<file path="config.mk">
export PLATFORM = sky130hd
export DESIGN_NAME = adc_sequencer_result_regs
export DESIGN_NICKNAME = d
export VERILOG_FILES = /design/src/verilog/adc_seq_pkg.sv /design/src/verilog/adc_sequencer_result_regs.sv /design/src/verilog/conv_timer.sv
export SDC_FILE = /design/constraint.sdc
export NUM_CORES = 1
export LEC_CHECK = 0
export BUFFER_PORTS_ARGS = -buffer_cell sky130_fd_sc_hd__buf_4
export CAP_MARGIN = 30
export CORE_UTILIZATION = 47
export DETAILED_ROUTE_END_ITERATION = 10
export GPL_TIMING_DRIVEN = 0
export PLACE_DENSITY = 0.8
export SLEW_MARGIN = 20
export SYNTH_ARGS = -nofsm -noshare
export SYNTH_HDL_FRONTEND = slang
export SYNTH_SLANG_ARGS = --single-unit
</file>
<file path="constraint.sdc">
create_clock -name clk_i -period 2.75 [get_ports clk_i]
set_input_delay 0.275 -clock clk_i [delete_from_list [all_inputs] [get_ports clk_i]]
set_output_delay 0.275 -clock clk_i [all_outputs]
set_load 0.03 [all_outputs]
</file>
<file path="src/verilog/adc_seq_pkg.sv">
/*
  Constants for the converter sequencer: register word indices, field
  positions, reset values, operating modes and conversion-time counts.
  Assumes the converter clock is the system clock (25 MHz, 40 ns).
*/
`default_nettype none

package adc_seq_pkg;

  // ------------------------------------------------------------------
  // Register word indices (byte address is four times the index)
  // ------------------------------------------------------------------
  localparam logic [9:0] CTRL_ONE_IDX   = 10'h2b0;
  localparam logic [9:0] CTRL_TWO_IDX   = 10'h2b1;
  localparam logic [9:0] RES_LOW_IDX    = 10'h2b2;
  localparam logic [9:0] RES_HIGH_IDX   = 10'h2b3;

  // ------------------------------------------------------------------
  // Field positions
  // ------------------------------------------------------------------
  localparam int START_BIT      = 7;   // Start request, self clearing
  localparam int MODE_HI        = 6;   // Operating mode field
  localparam int MODE_LO        = 5;
  localparam int AIN_EN_BIT     = 4;   // Analog input enable
  localparam int CHAN_HI        = 3;   // Channel select field
  localparam int EOC_BIT        = 7;   // End-of-conversion flag
  localparam int BUSY_BIT       = 6;   // Busy flag
  localparam int LAYOUT_BIT     = 5;   // Result layout select
  localparam int IDLE_TWO_STANDBY_BIT      = 4;   // Keep running in idle-2
  localparam int TIME_HI        = 3;   // Conversion time field

  // ------------------------------------------------------------------
  // Reset values
  // ------------------------------------------------------------------
  localparam logic [1:0] MODE_RST   = 2'h0;
  localparam logic [3:0] CHAN_RST   = 4'h0;
  localparam logic [3:0] TIME_RST   = 4'hc;
  localparam logic [9:0] RESULT_RST = 10'h000;

  // ------------------------------------------------------------------
  // Operating mode codes
  // ------------------------------------------------------------------
  localparam logic [1:0] MODE_OFF    = 2'h0;
  localparam logic [1:0] MODE_SINGLE = 2'h1;
  localparam logic [1:0] MODE_REPEAT = 2'h3;

  // ------------------------------------------------------------------
  // Conversion time codes and their cycle counts
  // ------------------------------------------------------------------
  localparam logic [3:0]  TIME_78    = 4'ha;
  localparam logic [3:0]  TIME_156   = 4'hb;
  localparam logic [3:0]  TIME_312   = 4'hc;
  localparam logic [3:0]  TIME_624   = 4'hd;
  localparam logic [3:0]  TIME_1248  = 4'he;
  localparam logic [10:0] CYC_78     = 11'h04e;
  localparam logic [10:0] CYC_156    = 11'h09c;
  localparam logic [10:0] CYC_312    = 11'h138;
  localparam logic [10:0] CYC_624    = 11'h270;
  localparam logic [10:0] CYC_1248   = 11'h4e0;

  // Sequencer states, one-hot
  typedef enum logic [1:0] {
    ST_IDLE = 2'b01,
    ST_CONV = 2'b10
  } seq_state_e;

  // Map a time code to cycles; reserved codes fall back to the longest
  function automatic logic [10:0] conv_cycles(input logic [3:0] code);
    case (code)
      TIME_78:   return CYC_78;
      TIME_156:  return CYC_156;
      TIME_312:  return CYC_312;
      TIME_624:  return CYC_624;
      default:   return CYC_1248;
    endcase
  endfunction : conv_cycles

endpackage : adc_seq_pkg

`default_nettype wire

</file>
<file path="src/verilog/adc_sequencer_result_regs.sv">
/*
  Sequencer and register file of a 10-bit successive-approximation
  converter, reached over a classic Wishbone slave.
  Assumes the analog core holds a settled code on conv_data_i when the
  conversion time has run out, and that the power controller drives
  the standby levels on this same clock.
*/
// How it works
// 8-bit layout shows bits 9..2 high
// 10-bit layout shows bits 9..8, zeros above
// Low result shows bits 7..0, read only
// Single mode plus start converts once
// Completion stores result, sets flag, interrupts together
// Start bit clears itself after conversion begins
// Software must not restart while converting
// Repeat mode restarts after every completion
// Writing off mode aborts, nothing stored
// Result stored only after selected time
// Reading high result clears end flag
// New start clears flag, keeps old result
// Deep standby aborts and resets control, results
// No automatic resume after deep standby
// Reference switch opens during deep standby
// Idle-2 behaviour follows its run bit
// Software configures first, then sets start
// Software avoids port traffic while converting
// Result is a 10-bit unsigned code
// Layout bit zero is 10-bit, one 8-bit
// Busy set at start, cleared at finish
// Time codes select 78 to 1248 cycles
// Idle-2 run bit zero stops, one runs
// Channel picks one of sixteen, busy locks
// Interrupt is one pulse with the flag
`default_nettype none

module adc_sequencer_result_regs
  import adc_seq_pkg::*;
(
  input  wire logic        clk_i,                 // System clock, 25 MHz
  input  wire logic        sys_rst_i,             // Async reset, high
  input  wire logic        cyc_i,                 // Wishbone cycle
  input  wire logic        stb_i,                 // Wishbone strobe
  input  wire logic        we_i,                  // Wishbone write
  input  wire logic [11:0] adr_i,                 // Byte address
  input  wire logic [3:0]  sel_i,                 // Byte enables
  input  wire logic [31:0] dat_i,                 // Write data
  output logic      [31:0] dat_o,                 // Read data
  output logic             ack_o,                 // Wishbone ack
  input  wire logic [9:0]  conv_data_i,           // Code from the core
  input  wire logic        idle_one_standby_i,    // Idle-1 entered
  input  wire logic        stop_standby_i,        // Stop entered
  input  wire logic        slow_standby_i,        // Slow entered
  input  wire logic        idle_two_standby_i,    // Idle-2 entered
  output logic             sample_start_o,        // Core start pulse
  output logic             conv_active_o,         // Core converting
  output logic      [3:0]  channel_select_o,      // Input mux select
  output logic             analog_input_enable_o, // Input path enable
  output logic             vref_connect_o,        // Reference switch
  output logic             conversion_done_irq_o  // Done interrupt
);

  // ------------------------------------------------------------------
  // Declarations
  // ------------------------------------------------------------------
  logic        ack_r;          // Bus answer
  logic [31:0] dat_r;          // Captured read data
  logic        start_r;        // Start bit, lives one cycle
  logic [1:0]  mode_r;         // Operating mode
  logic        ain_en_r;       // Analog input enable
  logic [3:0]  chan_r;         // Channel select
  logic        layout_r;       // Result layout select
  logic        idle_two_standby_run_r;    // Keep running in idle-2
  logic [3:0]  time_r;         // Conversion time code
  logic        eoc_r;          // End-of-conversion flag
  logic [9:0]  result_r;       // Last stored code
  logic        irq_r;          // Interrupt pulse
  logic        pulse_r;        // Core start pulse
  logic        active_r;       // Core converting
  logic        vref_r;         // Reference switch closed
  seq_state_e  state_r;        // Sequencer state
  seq_state_e  state_nxt;      // Its next value
  logic        tmr_done;       // Timer end pulse

  // ------------------------------------------------------------------
  // Bus decode
  // ------------------------------------------------------------------
  wire       req_w    = cyc_i & stb_i;
  wire       take_w   = req_w & ~ack_r;      // Read data captured
  wire       fire_w   = req_w & ack_r;       // Edge the master sees ack
  wire       wr_w     = fire_w & we_i & sel_i[0];
  wire       rd_w     = fire_w & ~we_i;
  wire [9:0] word_w   = adr_i[11:2];
  wire       hit_one  = (word_w == CTRL_ONE_IDX);
  wire       hit_two  = (word_w == CTRL_TWO_IDX);
  wire       hit_low  = (word_w == RES_LOW_IDX);
  wire       hit_high = (word_w == RES_HIGH_IDX);
  wire       wr_one   = wr_w & hit_one;
  wire       wr_two   = wr_w & hit_two;
  wire       rd_high  = rd_w & hit_high;

  // ------------------------------------------------------------------
  // Power and sequencing decode
  // ------------------------------------------------------------------
  // Deep standby forces initialization
  wire stby_w   = idle_one_standby_i | stop_standby_i | slow_standby_i;
  // idle-2 gate
  // run bit
  wire halt_w   = stby_w | (idle_two_standby_i & ~idle_two_standby_run_r);
  wire busy_w   = (state_r == ST_CONV);
  wire mode_ok  = (mode_r == MODE_SINGLE) | (mode_r == MODE_REPEAT);
  // start decode
  wire begin_w  = start_r & mode_ok & ~busy_w & ~halt_w;
  // off-mode abort
  wire abort_w  = busy_w & ((mode_r == MODE_OFF) | halt_w);
  wire done_w   = busy_w & tmr_done & ~abort_w;
  // repeat restart
  wire again_w  = done_w & (mode_r == MODE_REPEAT);
  wire leave_w  = abort_w | (done_w & ~again_w);  // Back to idle

  // ------------------------------------------------------------------
  // Read data selection
  // ------------------------------------------------------------------
  // R01 8-bit layout
  // R02 10-bit layout
  // layout select
  wire [7:0] high_w = layout_r ? result_r[9:2] : {6'h00, result_r[9:8]};
  // low result
  wire [7:0] low_w  = result_r[7:0];
  wire [7:0] one_w  = {start_r, mode_r, ain_en_r, chan_r};
  wire [7:0] two_w  = {eoc_r, busy_w, layout_r, idle_two_standby_run_r, time_r};
  // Unmapped words read as zero
  wire [7:0] rdata_w = hit_one  ? one_w  :
                       hit_two  ? two_w  :
                       hit_low  ? low_w  :
                       hit_high ? high_w : 8'h00;

  assign dat_o                 = dat_r;
  assign ack_o                 = ack_r;
  assign sample_start_o        = pulse_r;
  assign conv_active_o         = active_r;
  assign channel_select_o      = chan_r;
  assign analog_input_enable_o = ain_en_r;
  assign vref_connect_o        = vref_r;
  assign conversion_done_irq_o = irq_r;

  // ------------------------------------------------------------------
  // Wishbone answer: one wait state, ack dropped after one cycle
  // ------------------------------------------------------------------
  always_ff @(posedge clk_i or posedge sys_rst_i) begin
    if (sys_rst_i) begin
      ack_r <= 1'b0;
      dat_r <= 32'h0000_0000;
    end else begin
      ack_r <= take_w;
      dat_r <= take_w ? {24'h00_0000, rdata_w} : dat_r;
    end
  end

  // ------------------------------------------------------------------
  // Control register one
  // ------------------------------------------------------------------
  // standby init
  // channel locked
  always_ff @(posedge clk_i or posedge sys_rst_i) begin
    if (sys_rst_i) begin
      mode_r   <= MODE_RST;
      ain_en_r <= 1'b0;
      chan_r   <= CHAN_RST;
    end else if (stby_w) begin
      mode_r   <= MODE_RST;
      ain_en_r <= 1'b0;
      chan_r   <= CHAN_RST;
    end else if (wr_one) begin
      mode_r   <= dat_i[MODE_HI:MODE_LO];
      ain_en_r <= dat_i[AIN_EN_BIT];
      chan_r   <= busy_w ? chan_r : dat_i[CHAN_HI:0];
    end
  end

  // Start bit holds for one cycle; begin_w consumes it that cycle
  // self clearing
  // no auto resume
  always_ff @(posedge clk_i or posedge sys_rst_i) begin
    if (sys_rst_i) start_r <= 1'b0;
    else start_r <= wr_one & dat_i[START_BIT] & ~stby_w;
  end

  // ------------------------------------------------------------------
  // Control register two
  // ------------------------------------------------------------------
  // standby init
  // time code
  always_ff @(posedge clk_i or posedge sys_rst_i) begin
    if (sys_rst_i) begin
      layout_r    <= 1'b0;
      idle_two_standby_run_r <= 1'b0;
      time_r      <= TIME_RST;
    end else if (stby_w) begin
      layout_r    <= 1'b0;
      idle_two_standby_run_r <= 1'b0;
      time_r      <= TIME_RST;
    end else if (wr_two) begin
      layout_r    <= dat_i[LAYOUT_BIT];
      idle_two_standby_run_r <= dat_i[IDLE_TWO_STANDBY_BIT];
      time_r      <= dat_i[TIME_HI:0];
    end
  end

  // ------------------------------------------------------------------
  // Sequencer
  // ------------------------------------------------------------------
  // busy tracking
  always_comb begin
    state_nxt = state_r;
    unique case (state_r)
      ST_IDLE: state_nxt = begin_w ? ST_CONV : ST_IDLE;
      ST_CONV: state_nxt = leave_w ? ST_IDLE : ST_CONV;
    endcase
  end

  always_ff @(posedge clk_i or posedge sys_rst_i) begin
    if (sys_rst_i) begin
      state_r  <= ST_IDLE;
      active_r <= 1'b0;
      pulse_r  <= 1'b0;
    end else begin
      state_r  <= state_nxt;
      active_r <= (state_nxt == ST_CONV);
      pulse_r  <= begin_w | again_w;
    end
  end

  // timed completion
  conv_timer u_timer (
    .clk_i     (clk_i),
    .sys_rst_i (sys_rst_i),
    .load_i    (begin_w | again_w),
    .abort_i   (abort_w),
    .cycles_i  (conv_cycles(time_r)),
    .done_o    (tmr_done)
  );

  // ------------------------------------------------------------------
  // Result, flag and interrupt
  // ------------------------------------------------------------------
  // store on completion
  // R19 10-bit code
  always_ff @(posedge clk_i or posedge sys_rst_i) begin
    if (sys_rst_i) begin
      result_r <= RESULT_RST;
    end else if (stby_w) begin
      result_r <= RESULT_RST;
    end else if (done_w) begin
      result_r <= conv_data_i;
    end
  end

  // Set wins over a clear in the same cycle, so no completion is lost
  // read clears flag
  // restart clears flag
  always_ff @(posedge clk_i or posedge sys_rst_i) begin
    if (sys_rst_i) begin
      eoc_r <= 1'b0;
    end else if (done_w) begin
      eoc_r <= 1'b1;
    end else if (stby_w || begin_w || rd_high) begin
      eoc_r <= 1'b0;
    end
  end

  // single pulse
  // reference switch
  always_ff @(posedge clk_i or posedge sys_rst_i) begin
    if (sys_rst_i) begin
      irq_r  <= 1'b0;
      vref_r <= 1'b0;
    end else begin
      irq_r  <= done_w;
      vref_r <= ~stby_w;
    end
  end

  // ------------------------------------------------------------------
  // Assertions
  // ------------------------------------------------------------------
  high_eight_a: assert property (
    @(posedge clk_i) disable iff (sys_rst_i)
    take_w && hit_high && layout_r |=> dat_o[7:0] == $past(result_r[9:2]))
    else $error("high result wrong in 8-bit layout");
  high_ten_a: assert property (
    @(posedge clk_i) disable iff (sys_rst_i)
    take_w && hit_high && !layout_r
      |=> dat_o[7:2] == 6'h00 && dat_o[1:0] == $past(result_r[9:8]))
    else $error("high result wrong in 10-bit layout");
  low_result_a: assert property (
    @(posedge clk_i) disable iff (sys_rst_i)
    take_w && hit_low |=> dat_o[7:0] == $past(result_r[7:0]))
    else $error("low result wrong");
  start_busy_a: assert property (
    @(posedge clk_i) disable iff (sys_rst_i)
    begin_w |=> conv_active_o && sample_start_o && !start_r)
    else $error("start did not raise busy");
  done_store_a: assert property (
    @(posedge clk_i) disable iff (sys_rst_i)
    done_w |=> eoc_r && conversion_done_irq_o
      && result_r == $past(conv_data_i))
    else $error("completion effects missing");
  min_time_a: assert property (
    @(posedge clk_i) disable iff (sys_rst_i)
    begin_w |=> !tmr_done [*8])
    else $error("conversion ended too early");
  // A mode write may legally stop the repeat one cycle later
  repeat_on_a: assert property (
    @(posedge clk_i) disable iff (sys_rst_i)
    again_w |=> conv_active_o ##1 (conv_active_o || $past(abort_w)))
    else $error("repeat mode stopped");
  abort_keep_a: assert property (
    @(posedge clk_i) disable iff (sys_rst_i)
    abort_w && !stby_w |=> !conv_active_o && $stable(result_r)
      && !conversion_done_irq_o)
    else $error("abort stored a result");
  eoc_clear_a: assert property (
    @(posedge clk_i) disable iff (sys_rst_i)
    rd_high && !done_w |=> !eoc_r)
    else $error("high read left flag set");
  standby_init_a: assert property (
    @(posedge clk_i) disable iff (sys_rst_i)
    stby_w |=> mode_r == MODE_RST && result_r == RESULT_RST
      && time_r == TIME_RST && !vref_connect_o && !conv_active_o)
    else $error("standby did not initialize");
  irq_pulse_a: assert property (
    @(posedge clk_i) disable iff (sys_rst_i)
    conversion_done_irq_o |=> !conversion_done_irq_o)
    else $error("interrupt longer than one cycle");

endmodule : adc_sequencer_result_regs

`default_nettype wire

</file>
<file path="src/verilog/conv_timer.sv">
/*
  Conversion timer: counts the selected number of clock cycles after a
  load and then gives a one-cycle done pulse.
  Assumes load and abort come from logic on the same clock.
*/
`default_nettype none

module conv_timer
  import adc_seq_pkg::*;
(
  input  wire logic        clk_i,      // System clock
  input  wire logic        sys_rst_i,  // Asynchronous reset, active high
  input  wire logic        load_i,     // Start counting a new conversion
  input  wire logic        abort_i,    // Drop the running count
  input  wire logic [10:0] cycles_i,   // Length of the conversion
  output logic             done_o      // One-cycle end pulse
);

  // ------------------------------------------------------------------
  // Count state
  // ------------------------------------------------------------------
  logic [10:0] cnt_r;      // Cycles still to run
  logic        run_r;      // Count in progress
  logic        done_r;     // Registered end pulse
  wire         zero_w = (cnt_r == 11'h000);

  assign done_o = done_r;

  // Load wins over everything, so a repeat restart never loses a cycle
  always_ff @(posedge clk_i or posedge sys_rst_i) begin
    if (sys_rst_i) begin
      cnt_r  <= 11'h000;
      run_r  <= 1'b0;
      done_r <= 1'b0;
    end else if (load_i) begin
      cnt_r  <= cycles_i - 11'h001;
      run_r  <= 1'b1;
      done_r <= 1'b0;
    end else if (abort_i) begin
      // Aborted count gives no pulse
      run_r  <= 1'b0;
      done_r <= 1'b0;
    end else if (run_r && zero_w) begin
      run_r  <= 1'b0;
      done_r <= 1'b1;
    end else begin
      cnt_r  <= run_r ? cnt_r - 11'h001 : cnt_r;
      done_r <= 1'b0;
    end
  end

endmodule : conv_timer

`default_nettype wire

</file>
Yosys cells after proc, flatten, opt, wreduce, memory -nomap -nowiden
Cells that the tools add are included.
Cells by class
  reductions and logical operators: 13
  muxes and demuxes: 36
  equality and inequality tests: 16
  $add $sub $neg: 2
  bitwise gates (word level): 35
Operator list (count)
  $mux W11: 4
  $pmux W11 S4: 1
  $eq A10 B10 Y1 const B: 4
  $mux W8: 5
  $sub A11 B1 Y11 const B: 2
  $and A1 B1 Y1: 20
  $mux W10: 2
  $mux W4: 5
  $eq A4 B4 Y1 const B: 4
  $mux W1: 14
  $logic_not A11 Y1: 1
  $reduce_bool A2 Y1: 5
  $mux W2: 4
  $not A1 Y1: 8
  $or A1 B1 Y1: 7
  $eq A2 B2 Y1 const B: 3
  $eq A2 B1 Y1 const B: 2
  $ne A2 B1 Y1 const B: 2
  $pmux W2 S2: 1
  $reduce_and A3 Y1: 1
  $reduce_bool A3 Y1: 1
  $logic_not A2 Y1: 1
  $logic_or A1 B1 Y1: 2
  $ne A2 B2 Y1 const B: 1
  other kinds (2): 2
Storage, ports and cells
  logic and storage cells: 121
  output and inout port bits: 42
  input port bits: 67
  register bits after elaboration: 53

Depth between registers and ports, before layout
  depth in word-level cells: 14
  depth in mapped cells: 11
  depth with buffers taken out: 10

By module
Synthesis repeated with hierarchy kept, for this count alone.
Unflattened totals
  cell total of the unflattened synthesis: 352
  area, all modules: 3310.7 um^2
Modules (own cells, without submodules)
  adc_sequencer_result_regs: area each 2270.9 um^2, instances 1, seq. area each 979.7 um^2, cells each 245
  conv_timer: area each 1039.7 um^2, instances 1, seq. area each 325.3 um^2, cells each 107

Worst setup path after synthesis
Ideal clock, no wire load.
  path kind: flip-flop to flip-flop
  start point: reg, netlist name conv_active_o
  end point: reg u_timer.cnt_r[4]
  required time: 2.618 ns
  arrival: 2.559 ns
  stages on the path, launching flop included: 11
  path slack: 0.059 ns
  library setup time: 0.132 ns
  period minus slack after synthesis: 2.691 ns
  buffers on the path: 1
  cell sequence: dfrtp_1 or2b_2 a2bb2oi_1 buf_2 nor4_1 a21oi_1 ha_1 inv_1 or3_2 o31ai_1 a31oi_1
RTL lines
  end signal, assigned: line conv_timer.sv:36  | cnt_r <= cycles_i - 11'h001;
  end signal, assigned: line conv_timer.sv:47  | cnt_r <= run_r ? cnt_r - 11'h001 : cnt_r;
  end, declared: line conv_timer.sv:22  | logic [10:0] cnt_r;

Worst setup path after layout
  start point: reg idle_two_standby_run_r
  end point: reg u_timer.cnt_r[4]
Between the ends
  word-level cells in the longest chain between the ends: 11
  elaborated cells on any way between the ends: 16
  classes of those cells: eq/ne: 2; mux: 1; bitwise: 11; reduce/logical: 2
Ends and longest elaborated chain
  start, declared: line adc_sequencer_result_regs.sv:72  | logic idle_two_standby_run_r;
  start signal, assigned: line adc_sequencer_result_regs.sv:204  | idle_two_standby_run_r <= dat_i[IDLE_TWO_STANDBY_BIT];
  $not A1 Y1 (*): line adc_sequencer_result_regs.sv:108  | wire halt_w = stby_w | (idle_two_standby_i & ~idle_two_standby_run_r);
  $and A1 B1 Y1 (*): line adc_sequencer_result_regs.sv:108
  $or A1 B1 Y1 (*): line adc_sequencer_result_regs.sv:108
  $or A1 B1 Y1: line adc_sequencer_result_regs.sv:114  | wire abort_w = busy_w & ((mode_r == MODE_OFF) | halt_w);
  $and A1 B1 Y1: line adc_sequencer_result_regs.sv:114
  $not A1 Y1: line adc_sequencer_result_regs.sv:115  | wire done_w = busy_w & tmr_done & ~abort_w;
  $and A1 B1 Y1: line adc_sequencer_result_regs.sv:115
  $and A1 B1 Y1: line adc_sequencer_result_regs.sv:117  | wire again_w = done_w & (mode_r == MODE_REPEAT);
  $or A1 B1 Y1: line adc_sequencer_result_regs.sv:237  | .load_i (begin_w | again_w),
  $ne A2 B1 Y1 (no source line) or $reduce_bool A2 Y1 (tied branches)
  $reduce_and A3 Y1 (no source line)
Every way passes the cells marked *; elsewhere a longest branch is shown, timed or not.
A chain may end at the register's enable or synchronous reset.

==> impl_metrics.env <==
export IMPL_synth_top_cell_area_share=0.3977
export IMPL_io_pins=109
export IMPL_hold_viol=0
export IMPL_vias_per_cell=5.556
export IMPL_drt_iter0_drc=170
export IMPL_vias=2617
export IMPL_asyncSetResetFlopFracSynth=1.000
export IMPL_first_global_vias=2512
export IMPL_clockBufferDepth=2
export IMPL_synth_cell_types=64
export IMPL_die_w_um=82.99
export IMPL_cp_max_fo=10
export IMPL_rows=29
export IMPL_path_clk_slew_ns=0.11
export IMPL_wl_met1_mm=3.093
export IMPL_dp_hpwl_mm=5.660
export IMPL_grtUsageTotal=0.2225
export IMPL_worst_ir_drop_vdd_mv=0.2447
export IMPL_post_route_period_util=0.9531
export IMPL_worstSetupStartpointType="flip-flop"
export IMPL_synth_edf_count=0
export IMPL_ys_flop_type="dfrtp_1"
export IMPL_setup_viol=0
export IMPL_wl_met3_um=375
export IMPL_start_util=0.4855
export IMPL_maxCapViolCount=0
export IMPL_synth_seq_area_share=0.4233
export IMPL_max_slew_margin=0.5534
export IMPL_fin_skew_ns=0.01112
export IMPL_fin_nets=461
export IMPL_fin_crit_ns=2.621
export IMPL_antenna_found_initial=0
export IMPL_wl_per_cell_um=15.71
export IMPL_synth_common_cells="dfrtp_1 (49), nand2_1 (28), buf_4 (27), o21ai_0 (14)"
export IMPL_insertion_delay_ns=0.32
export IMPL_drive_gt1_frac=0.3376
export IMPL_path_class="flip-flop to flip-flop"
export IMPL_required_ns=2.95
export IMPL_yosysMostFrequentCell="dfrtp_1"
export IMPL_die_area_mm2=0.006887
export IMPL_coreArea_mm2=0.006350
export IMPL_slew_viol_final=0
export IMPL_cts_sinks=52
export IMPL_worstPathArrival_ns=2.82
export IMPL_diodes=0
export IMPL_ys_seq_elements=52
export IMPL_yosysWarnings=0
export IMPL_syn_area_mm2=0.003083
export IMPL_top_layer="met4"
export IMPL_postRouteAntennaNets=0
export IMPL_die_height_um=82.99
export IMPL_tightestPinTransition_ns=0.6649
export IMPL_area_delta_synth_final_pct=24.39
export IMPL_htreeDepth=2
export IMPL_synthCells=305
export IMPL_cts_root_buf="clkbuf_8"
export IMPL_portBuffers=54
export IMPL_hp_class="input port to flip-flop"
export IMPL_gp_congestion=0.9648
export IMPL_yosysTopAreaCell="dfrtp_1"
export IMPL_critPathCaptureType="flip-flop"
export IMPL_ys_top_cells_by_area="dfrtp_1 (40%), buf_4 (6.6%), mux4_2 (4.4%)"
export IMPL_utilization=0.6039
export IMPL_design_area_mm2=0.003835
export IMPL_dr_pass1_iters=5
export IMPL_clock_fmax_mhz=381.5
export IMPL_status="completed"
export IMPL_cts_tree="done"
export IMPL_p_per_area_mw_per_mm2=369.4
export IMPL_placed_cell_area_mm2=0.003691
export IMPL_drc=0
export IMPL_cts_made_buffers=5
export IMPL_routed_wl_mm=7.399
export IMPL_syn_avg_cell_area_um2=10.11
export IMPL_gr_total_overflow=0
export IMPL_grt_pass1_wl_mm=12.20
export IMPL_p_leak_nw=1.737
export IMPL_wl_met2_mm=3.692
export IMPL_grt_max_degree=34
[state kept, by name, summed over array words and instances (netlist names), 2 cells and up]
register and count:
result_r 10, mode_r 2, channel_select_o 4, dat_o 8, u_timer.cnt_r 11, time_r 4
[critical path, stage by stage, from the launching register on]
cell and delay [ns]:
dfrtp_1 0.41, or2b_2 0.34, nand3_1 0.18, buf_6 0.17
nor4_1 0.06, a21oi_1 0.16, ha_2 0.29, inv_1 0.11
or3_2 0.46, o31ai_1 0.21, a31oi_1 0.12
[where the power goes]
group	switching (W)	internal [W]	total, W
sequential	0.00000106	0.000766	0.000767
combinational	0.0000989	0.0000736	0.000173
clock	0.000285	0.000193	0.000477
[cells in the final DEF (no fill, tap or decap), types with 9 or more instances in the layout]
cell type  synthesis  layout
or4_1              9       9
nand3_1            9       9
dfrtp_1           49      49
o21ai_0           14      14
nand2_1           28      28
mux2i_1           11      11
conb_1             1      24
a31oi_1            9       9
clkbuf_1          11      10
nor2_1            10      10
buf_4             27      85
[cells by family (layout without fill, tap and decap cells)]
group / after synthesis / in the layout / synth area share
other cells: 1 / 24 / 0.001216
simple gates: 114 / 114 / 0.2257
xor+xnor: 1 / 1 / 0.002841
mux: 19 / 19 / 0.08685
buf+inv: 53 / 119 / 0.1035
compound gates: 63 / 63 / 0.1494
flops: 52 / 52 / 0.4233
fa+ha+maj: 2 / 2 / 0.007305
[layout make-up]
class	instances	area (um^2)
fill	507	2515
clock inverter	3	28.78
buffer	42	286.5
clock buffer	5	68.82
timing repair buffer	59	457.9
inverter	10	37.54
tap	77	96.34
multi-input combinational	223	1554
sequential	52	1305
[final timing paths]
path	depth (start not counted)	from	endpoint	slack, ns
setup / recovery	10	idle_two_standby_run_r	u_timer.cnt_r[4]	0.13
setup reg to reg	10	idle_two_standby_run_r	u_timer.cnt_r[4]	0.13
hold reg to reg	1	dat_o[5]	dat_o[5]	0.52
max in group asynchronous	4	sys_rst_i	time_r[3]	1.63
hold / removal	3	conv_data_i[8]	result_r[8]	0.15
min in group asynchronous	3	sys_rst_i	vref_connect_o	0.52
[layer usage]
layer	global-route usage	vias to the layer above
met2	0.3592	100
met1	0.2941	1244
li1	-	1251
met3	0.03976	22
met4	0.09875	0
met5	0	-
[metrics by stage]
step                      instances  hold slack, ns  setup slack (ns)   power, W  setup TNS [ns]
final                           471          0.1513            0.1289   0.001417               0
after global routing            471          0.1608          -0.01558   0.001479        -0.01558
after CTS                       469          0.1463           0.02996   0.001423               0
after detailed placement        460          0.3224           -0.3218  0.0009515          -1.078
after global placement          459          0.4772           -0.2432  0.0009450         -0.7234
after floorplan                 328          0.3918           0.05930  0.0008905               0
[repair_timing]
action / CTS / global route
buffers inserted: 0 / 3
endpoints found under the hold margin: 18 / 0
endpoints found under the setup margin: 1 / 4
hold buffers: 1 / 0
pin swaps: 0 / 1
resized for setup: 1 / 6
Note: power is estimated with default switching activity, not from simulation.
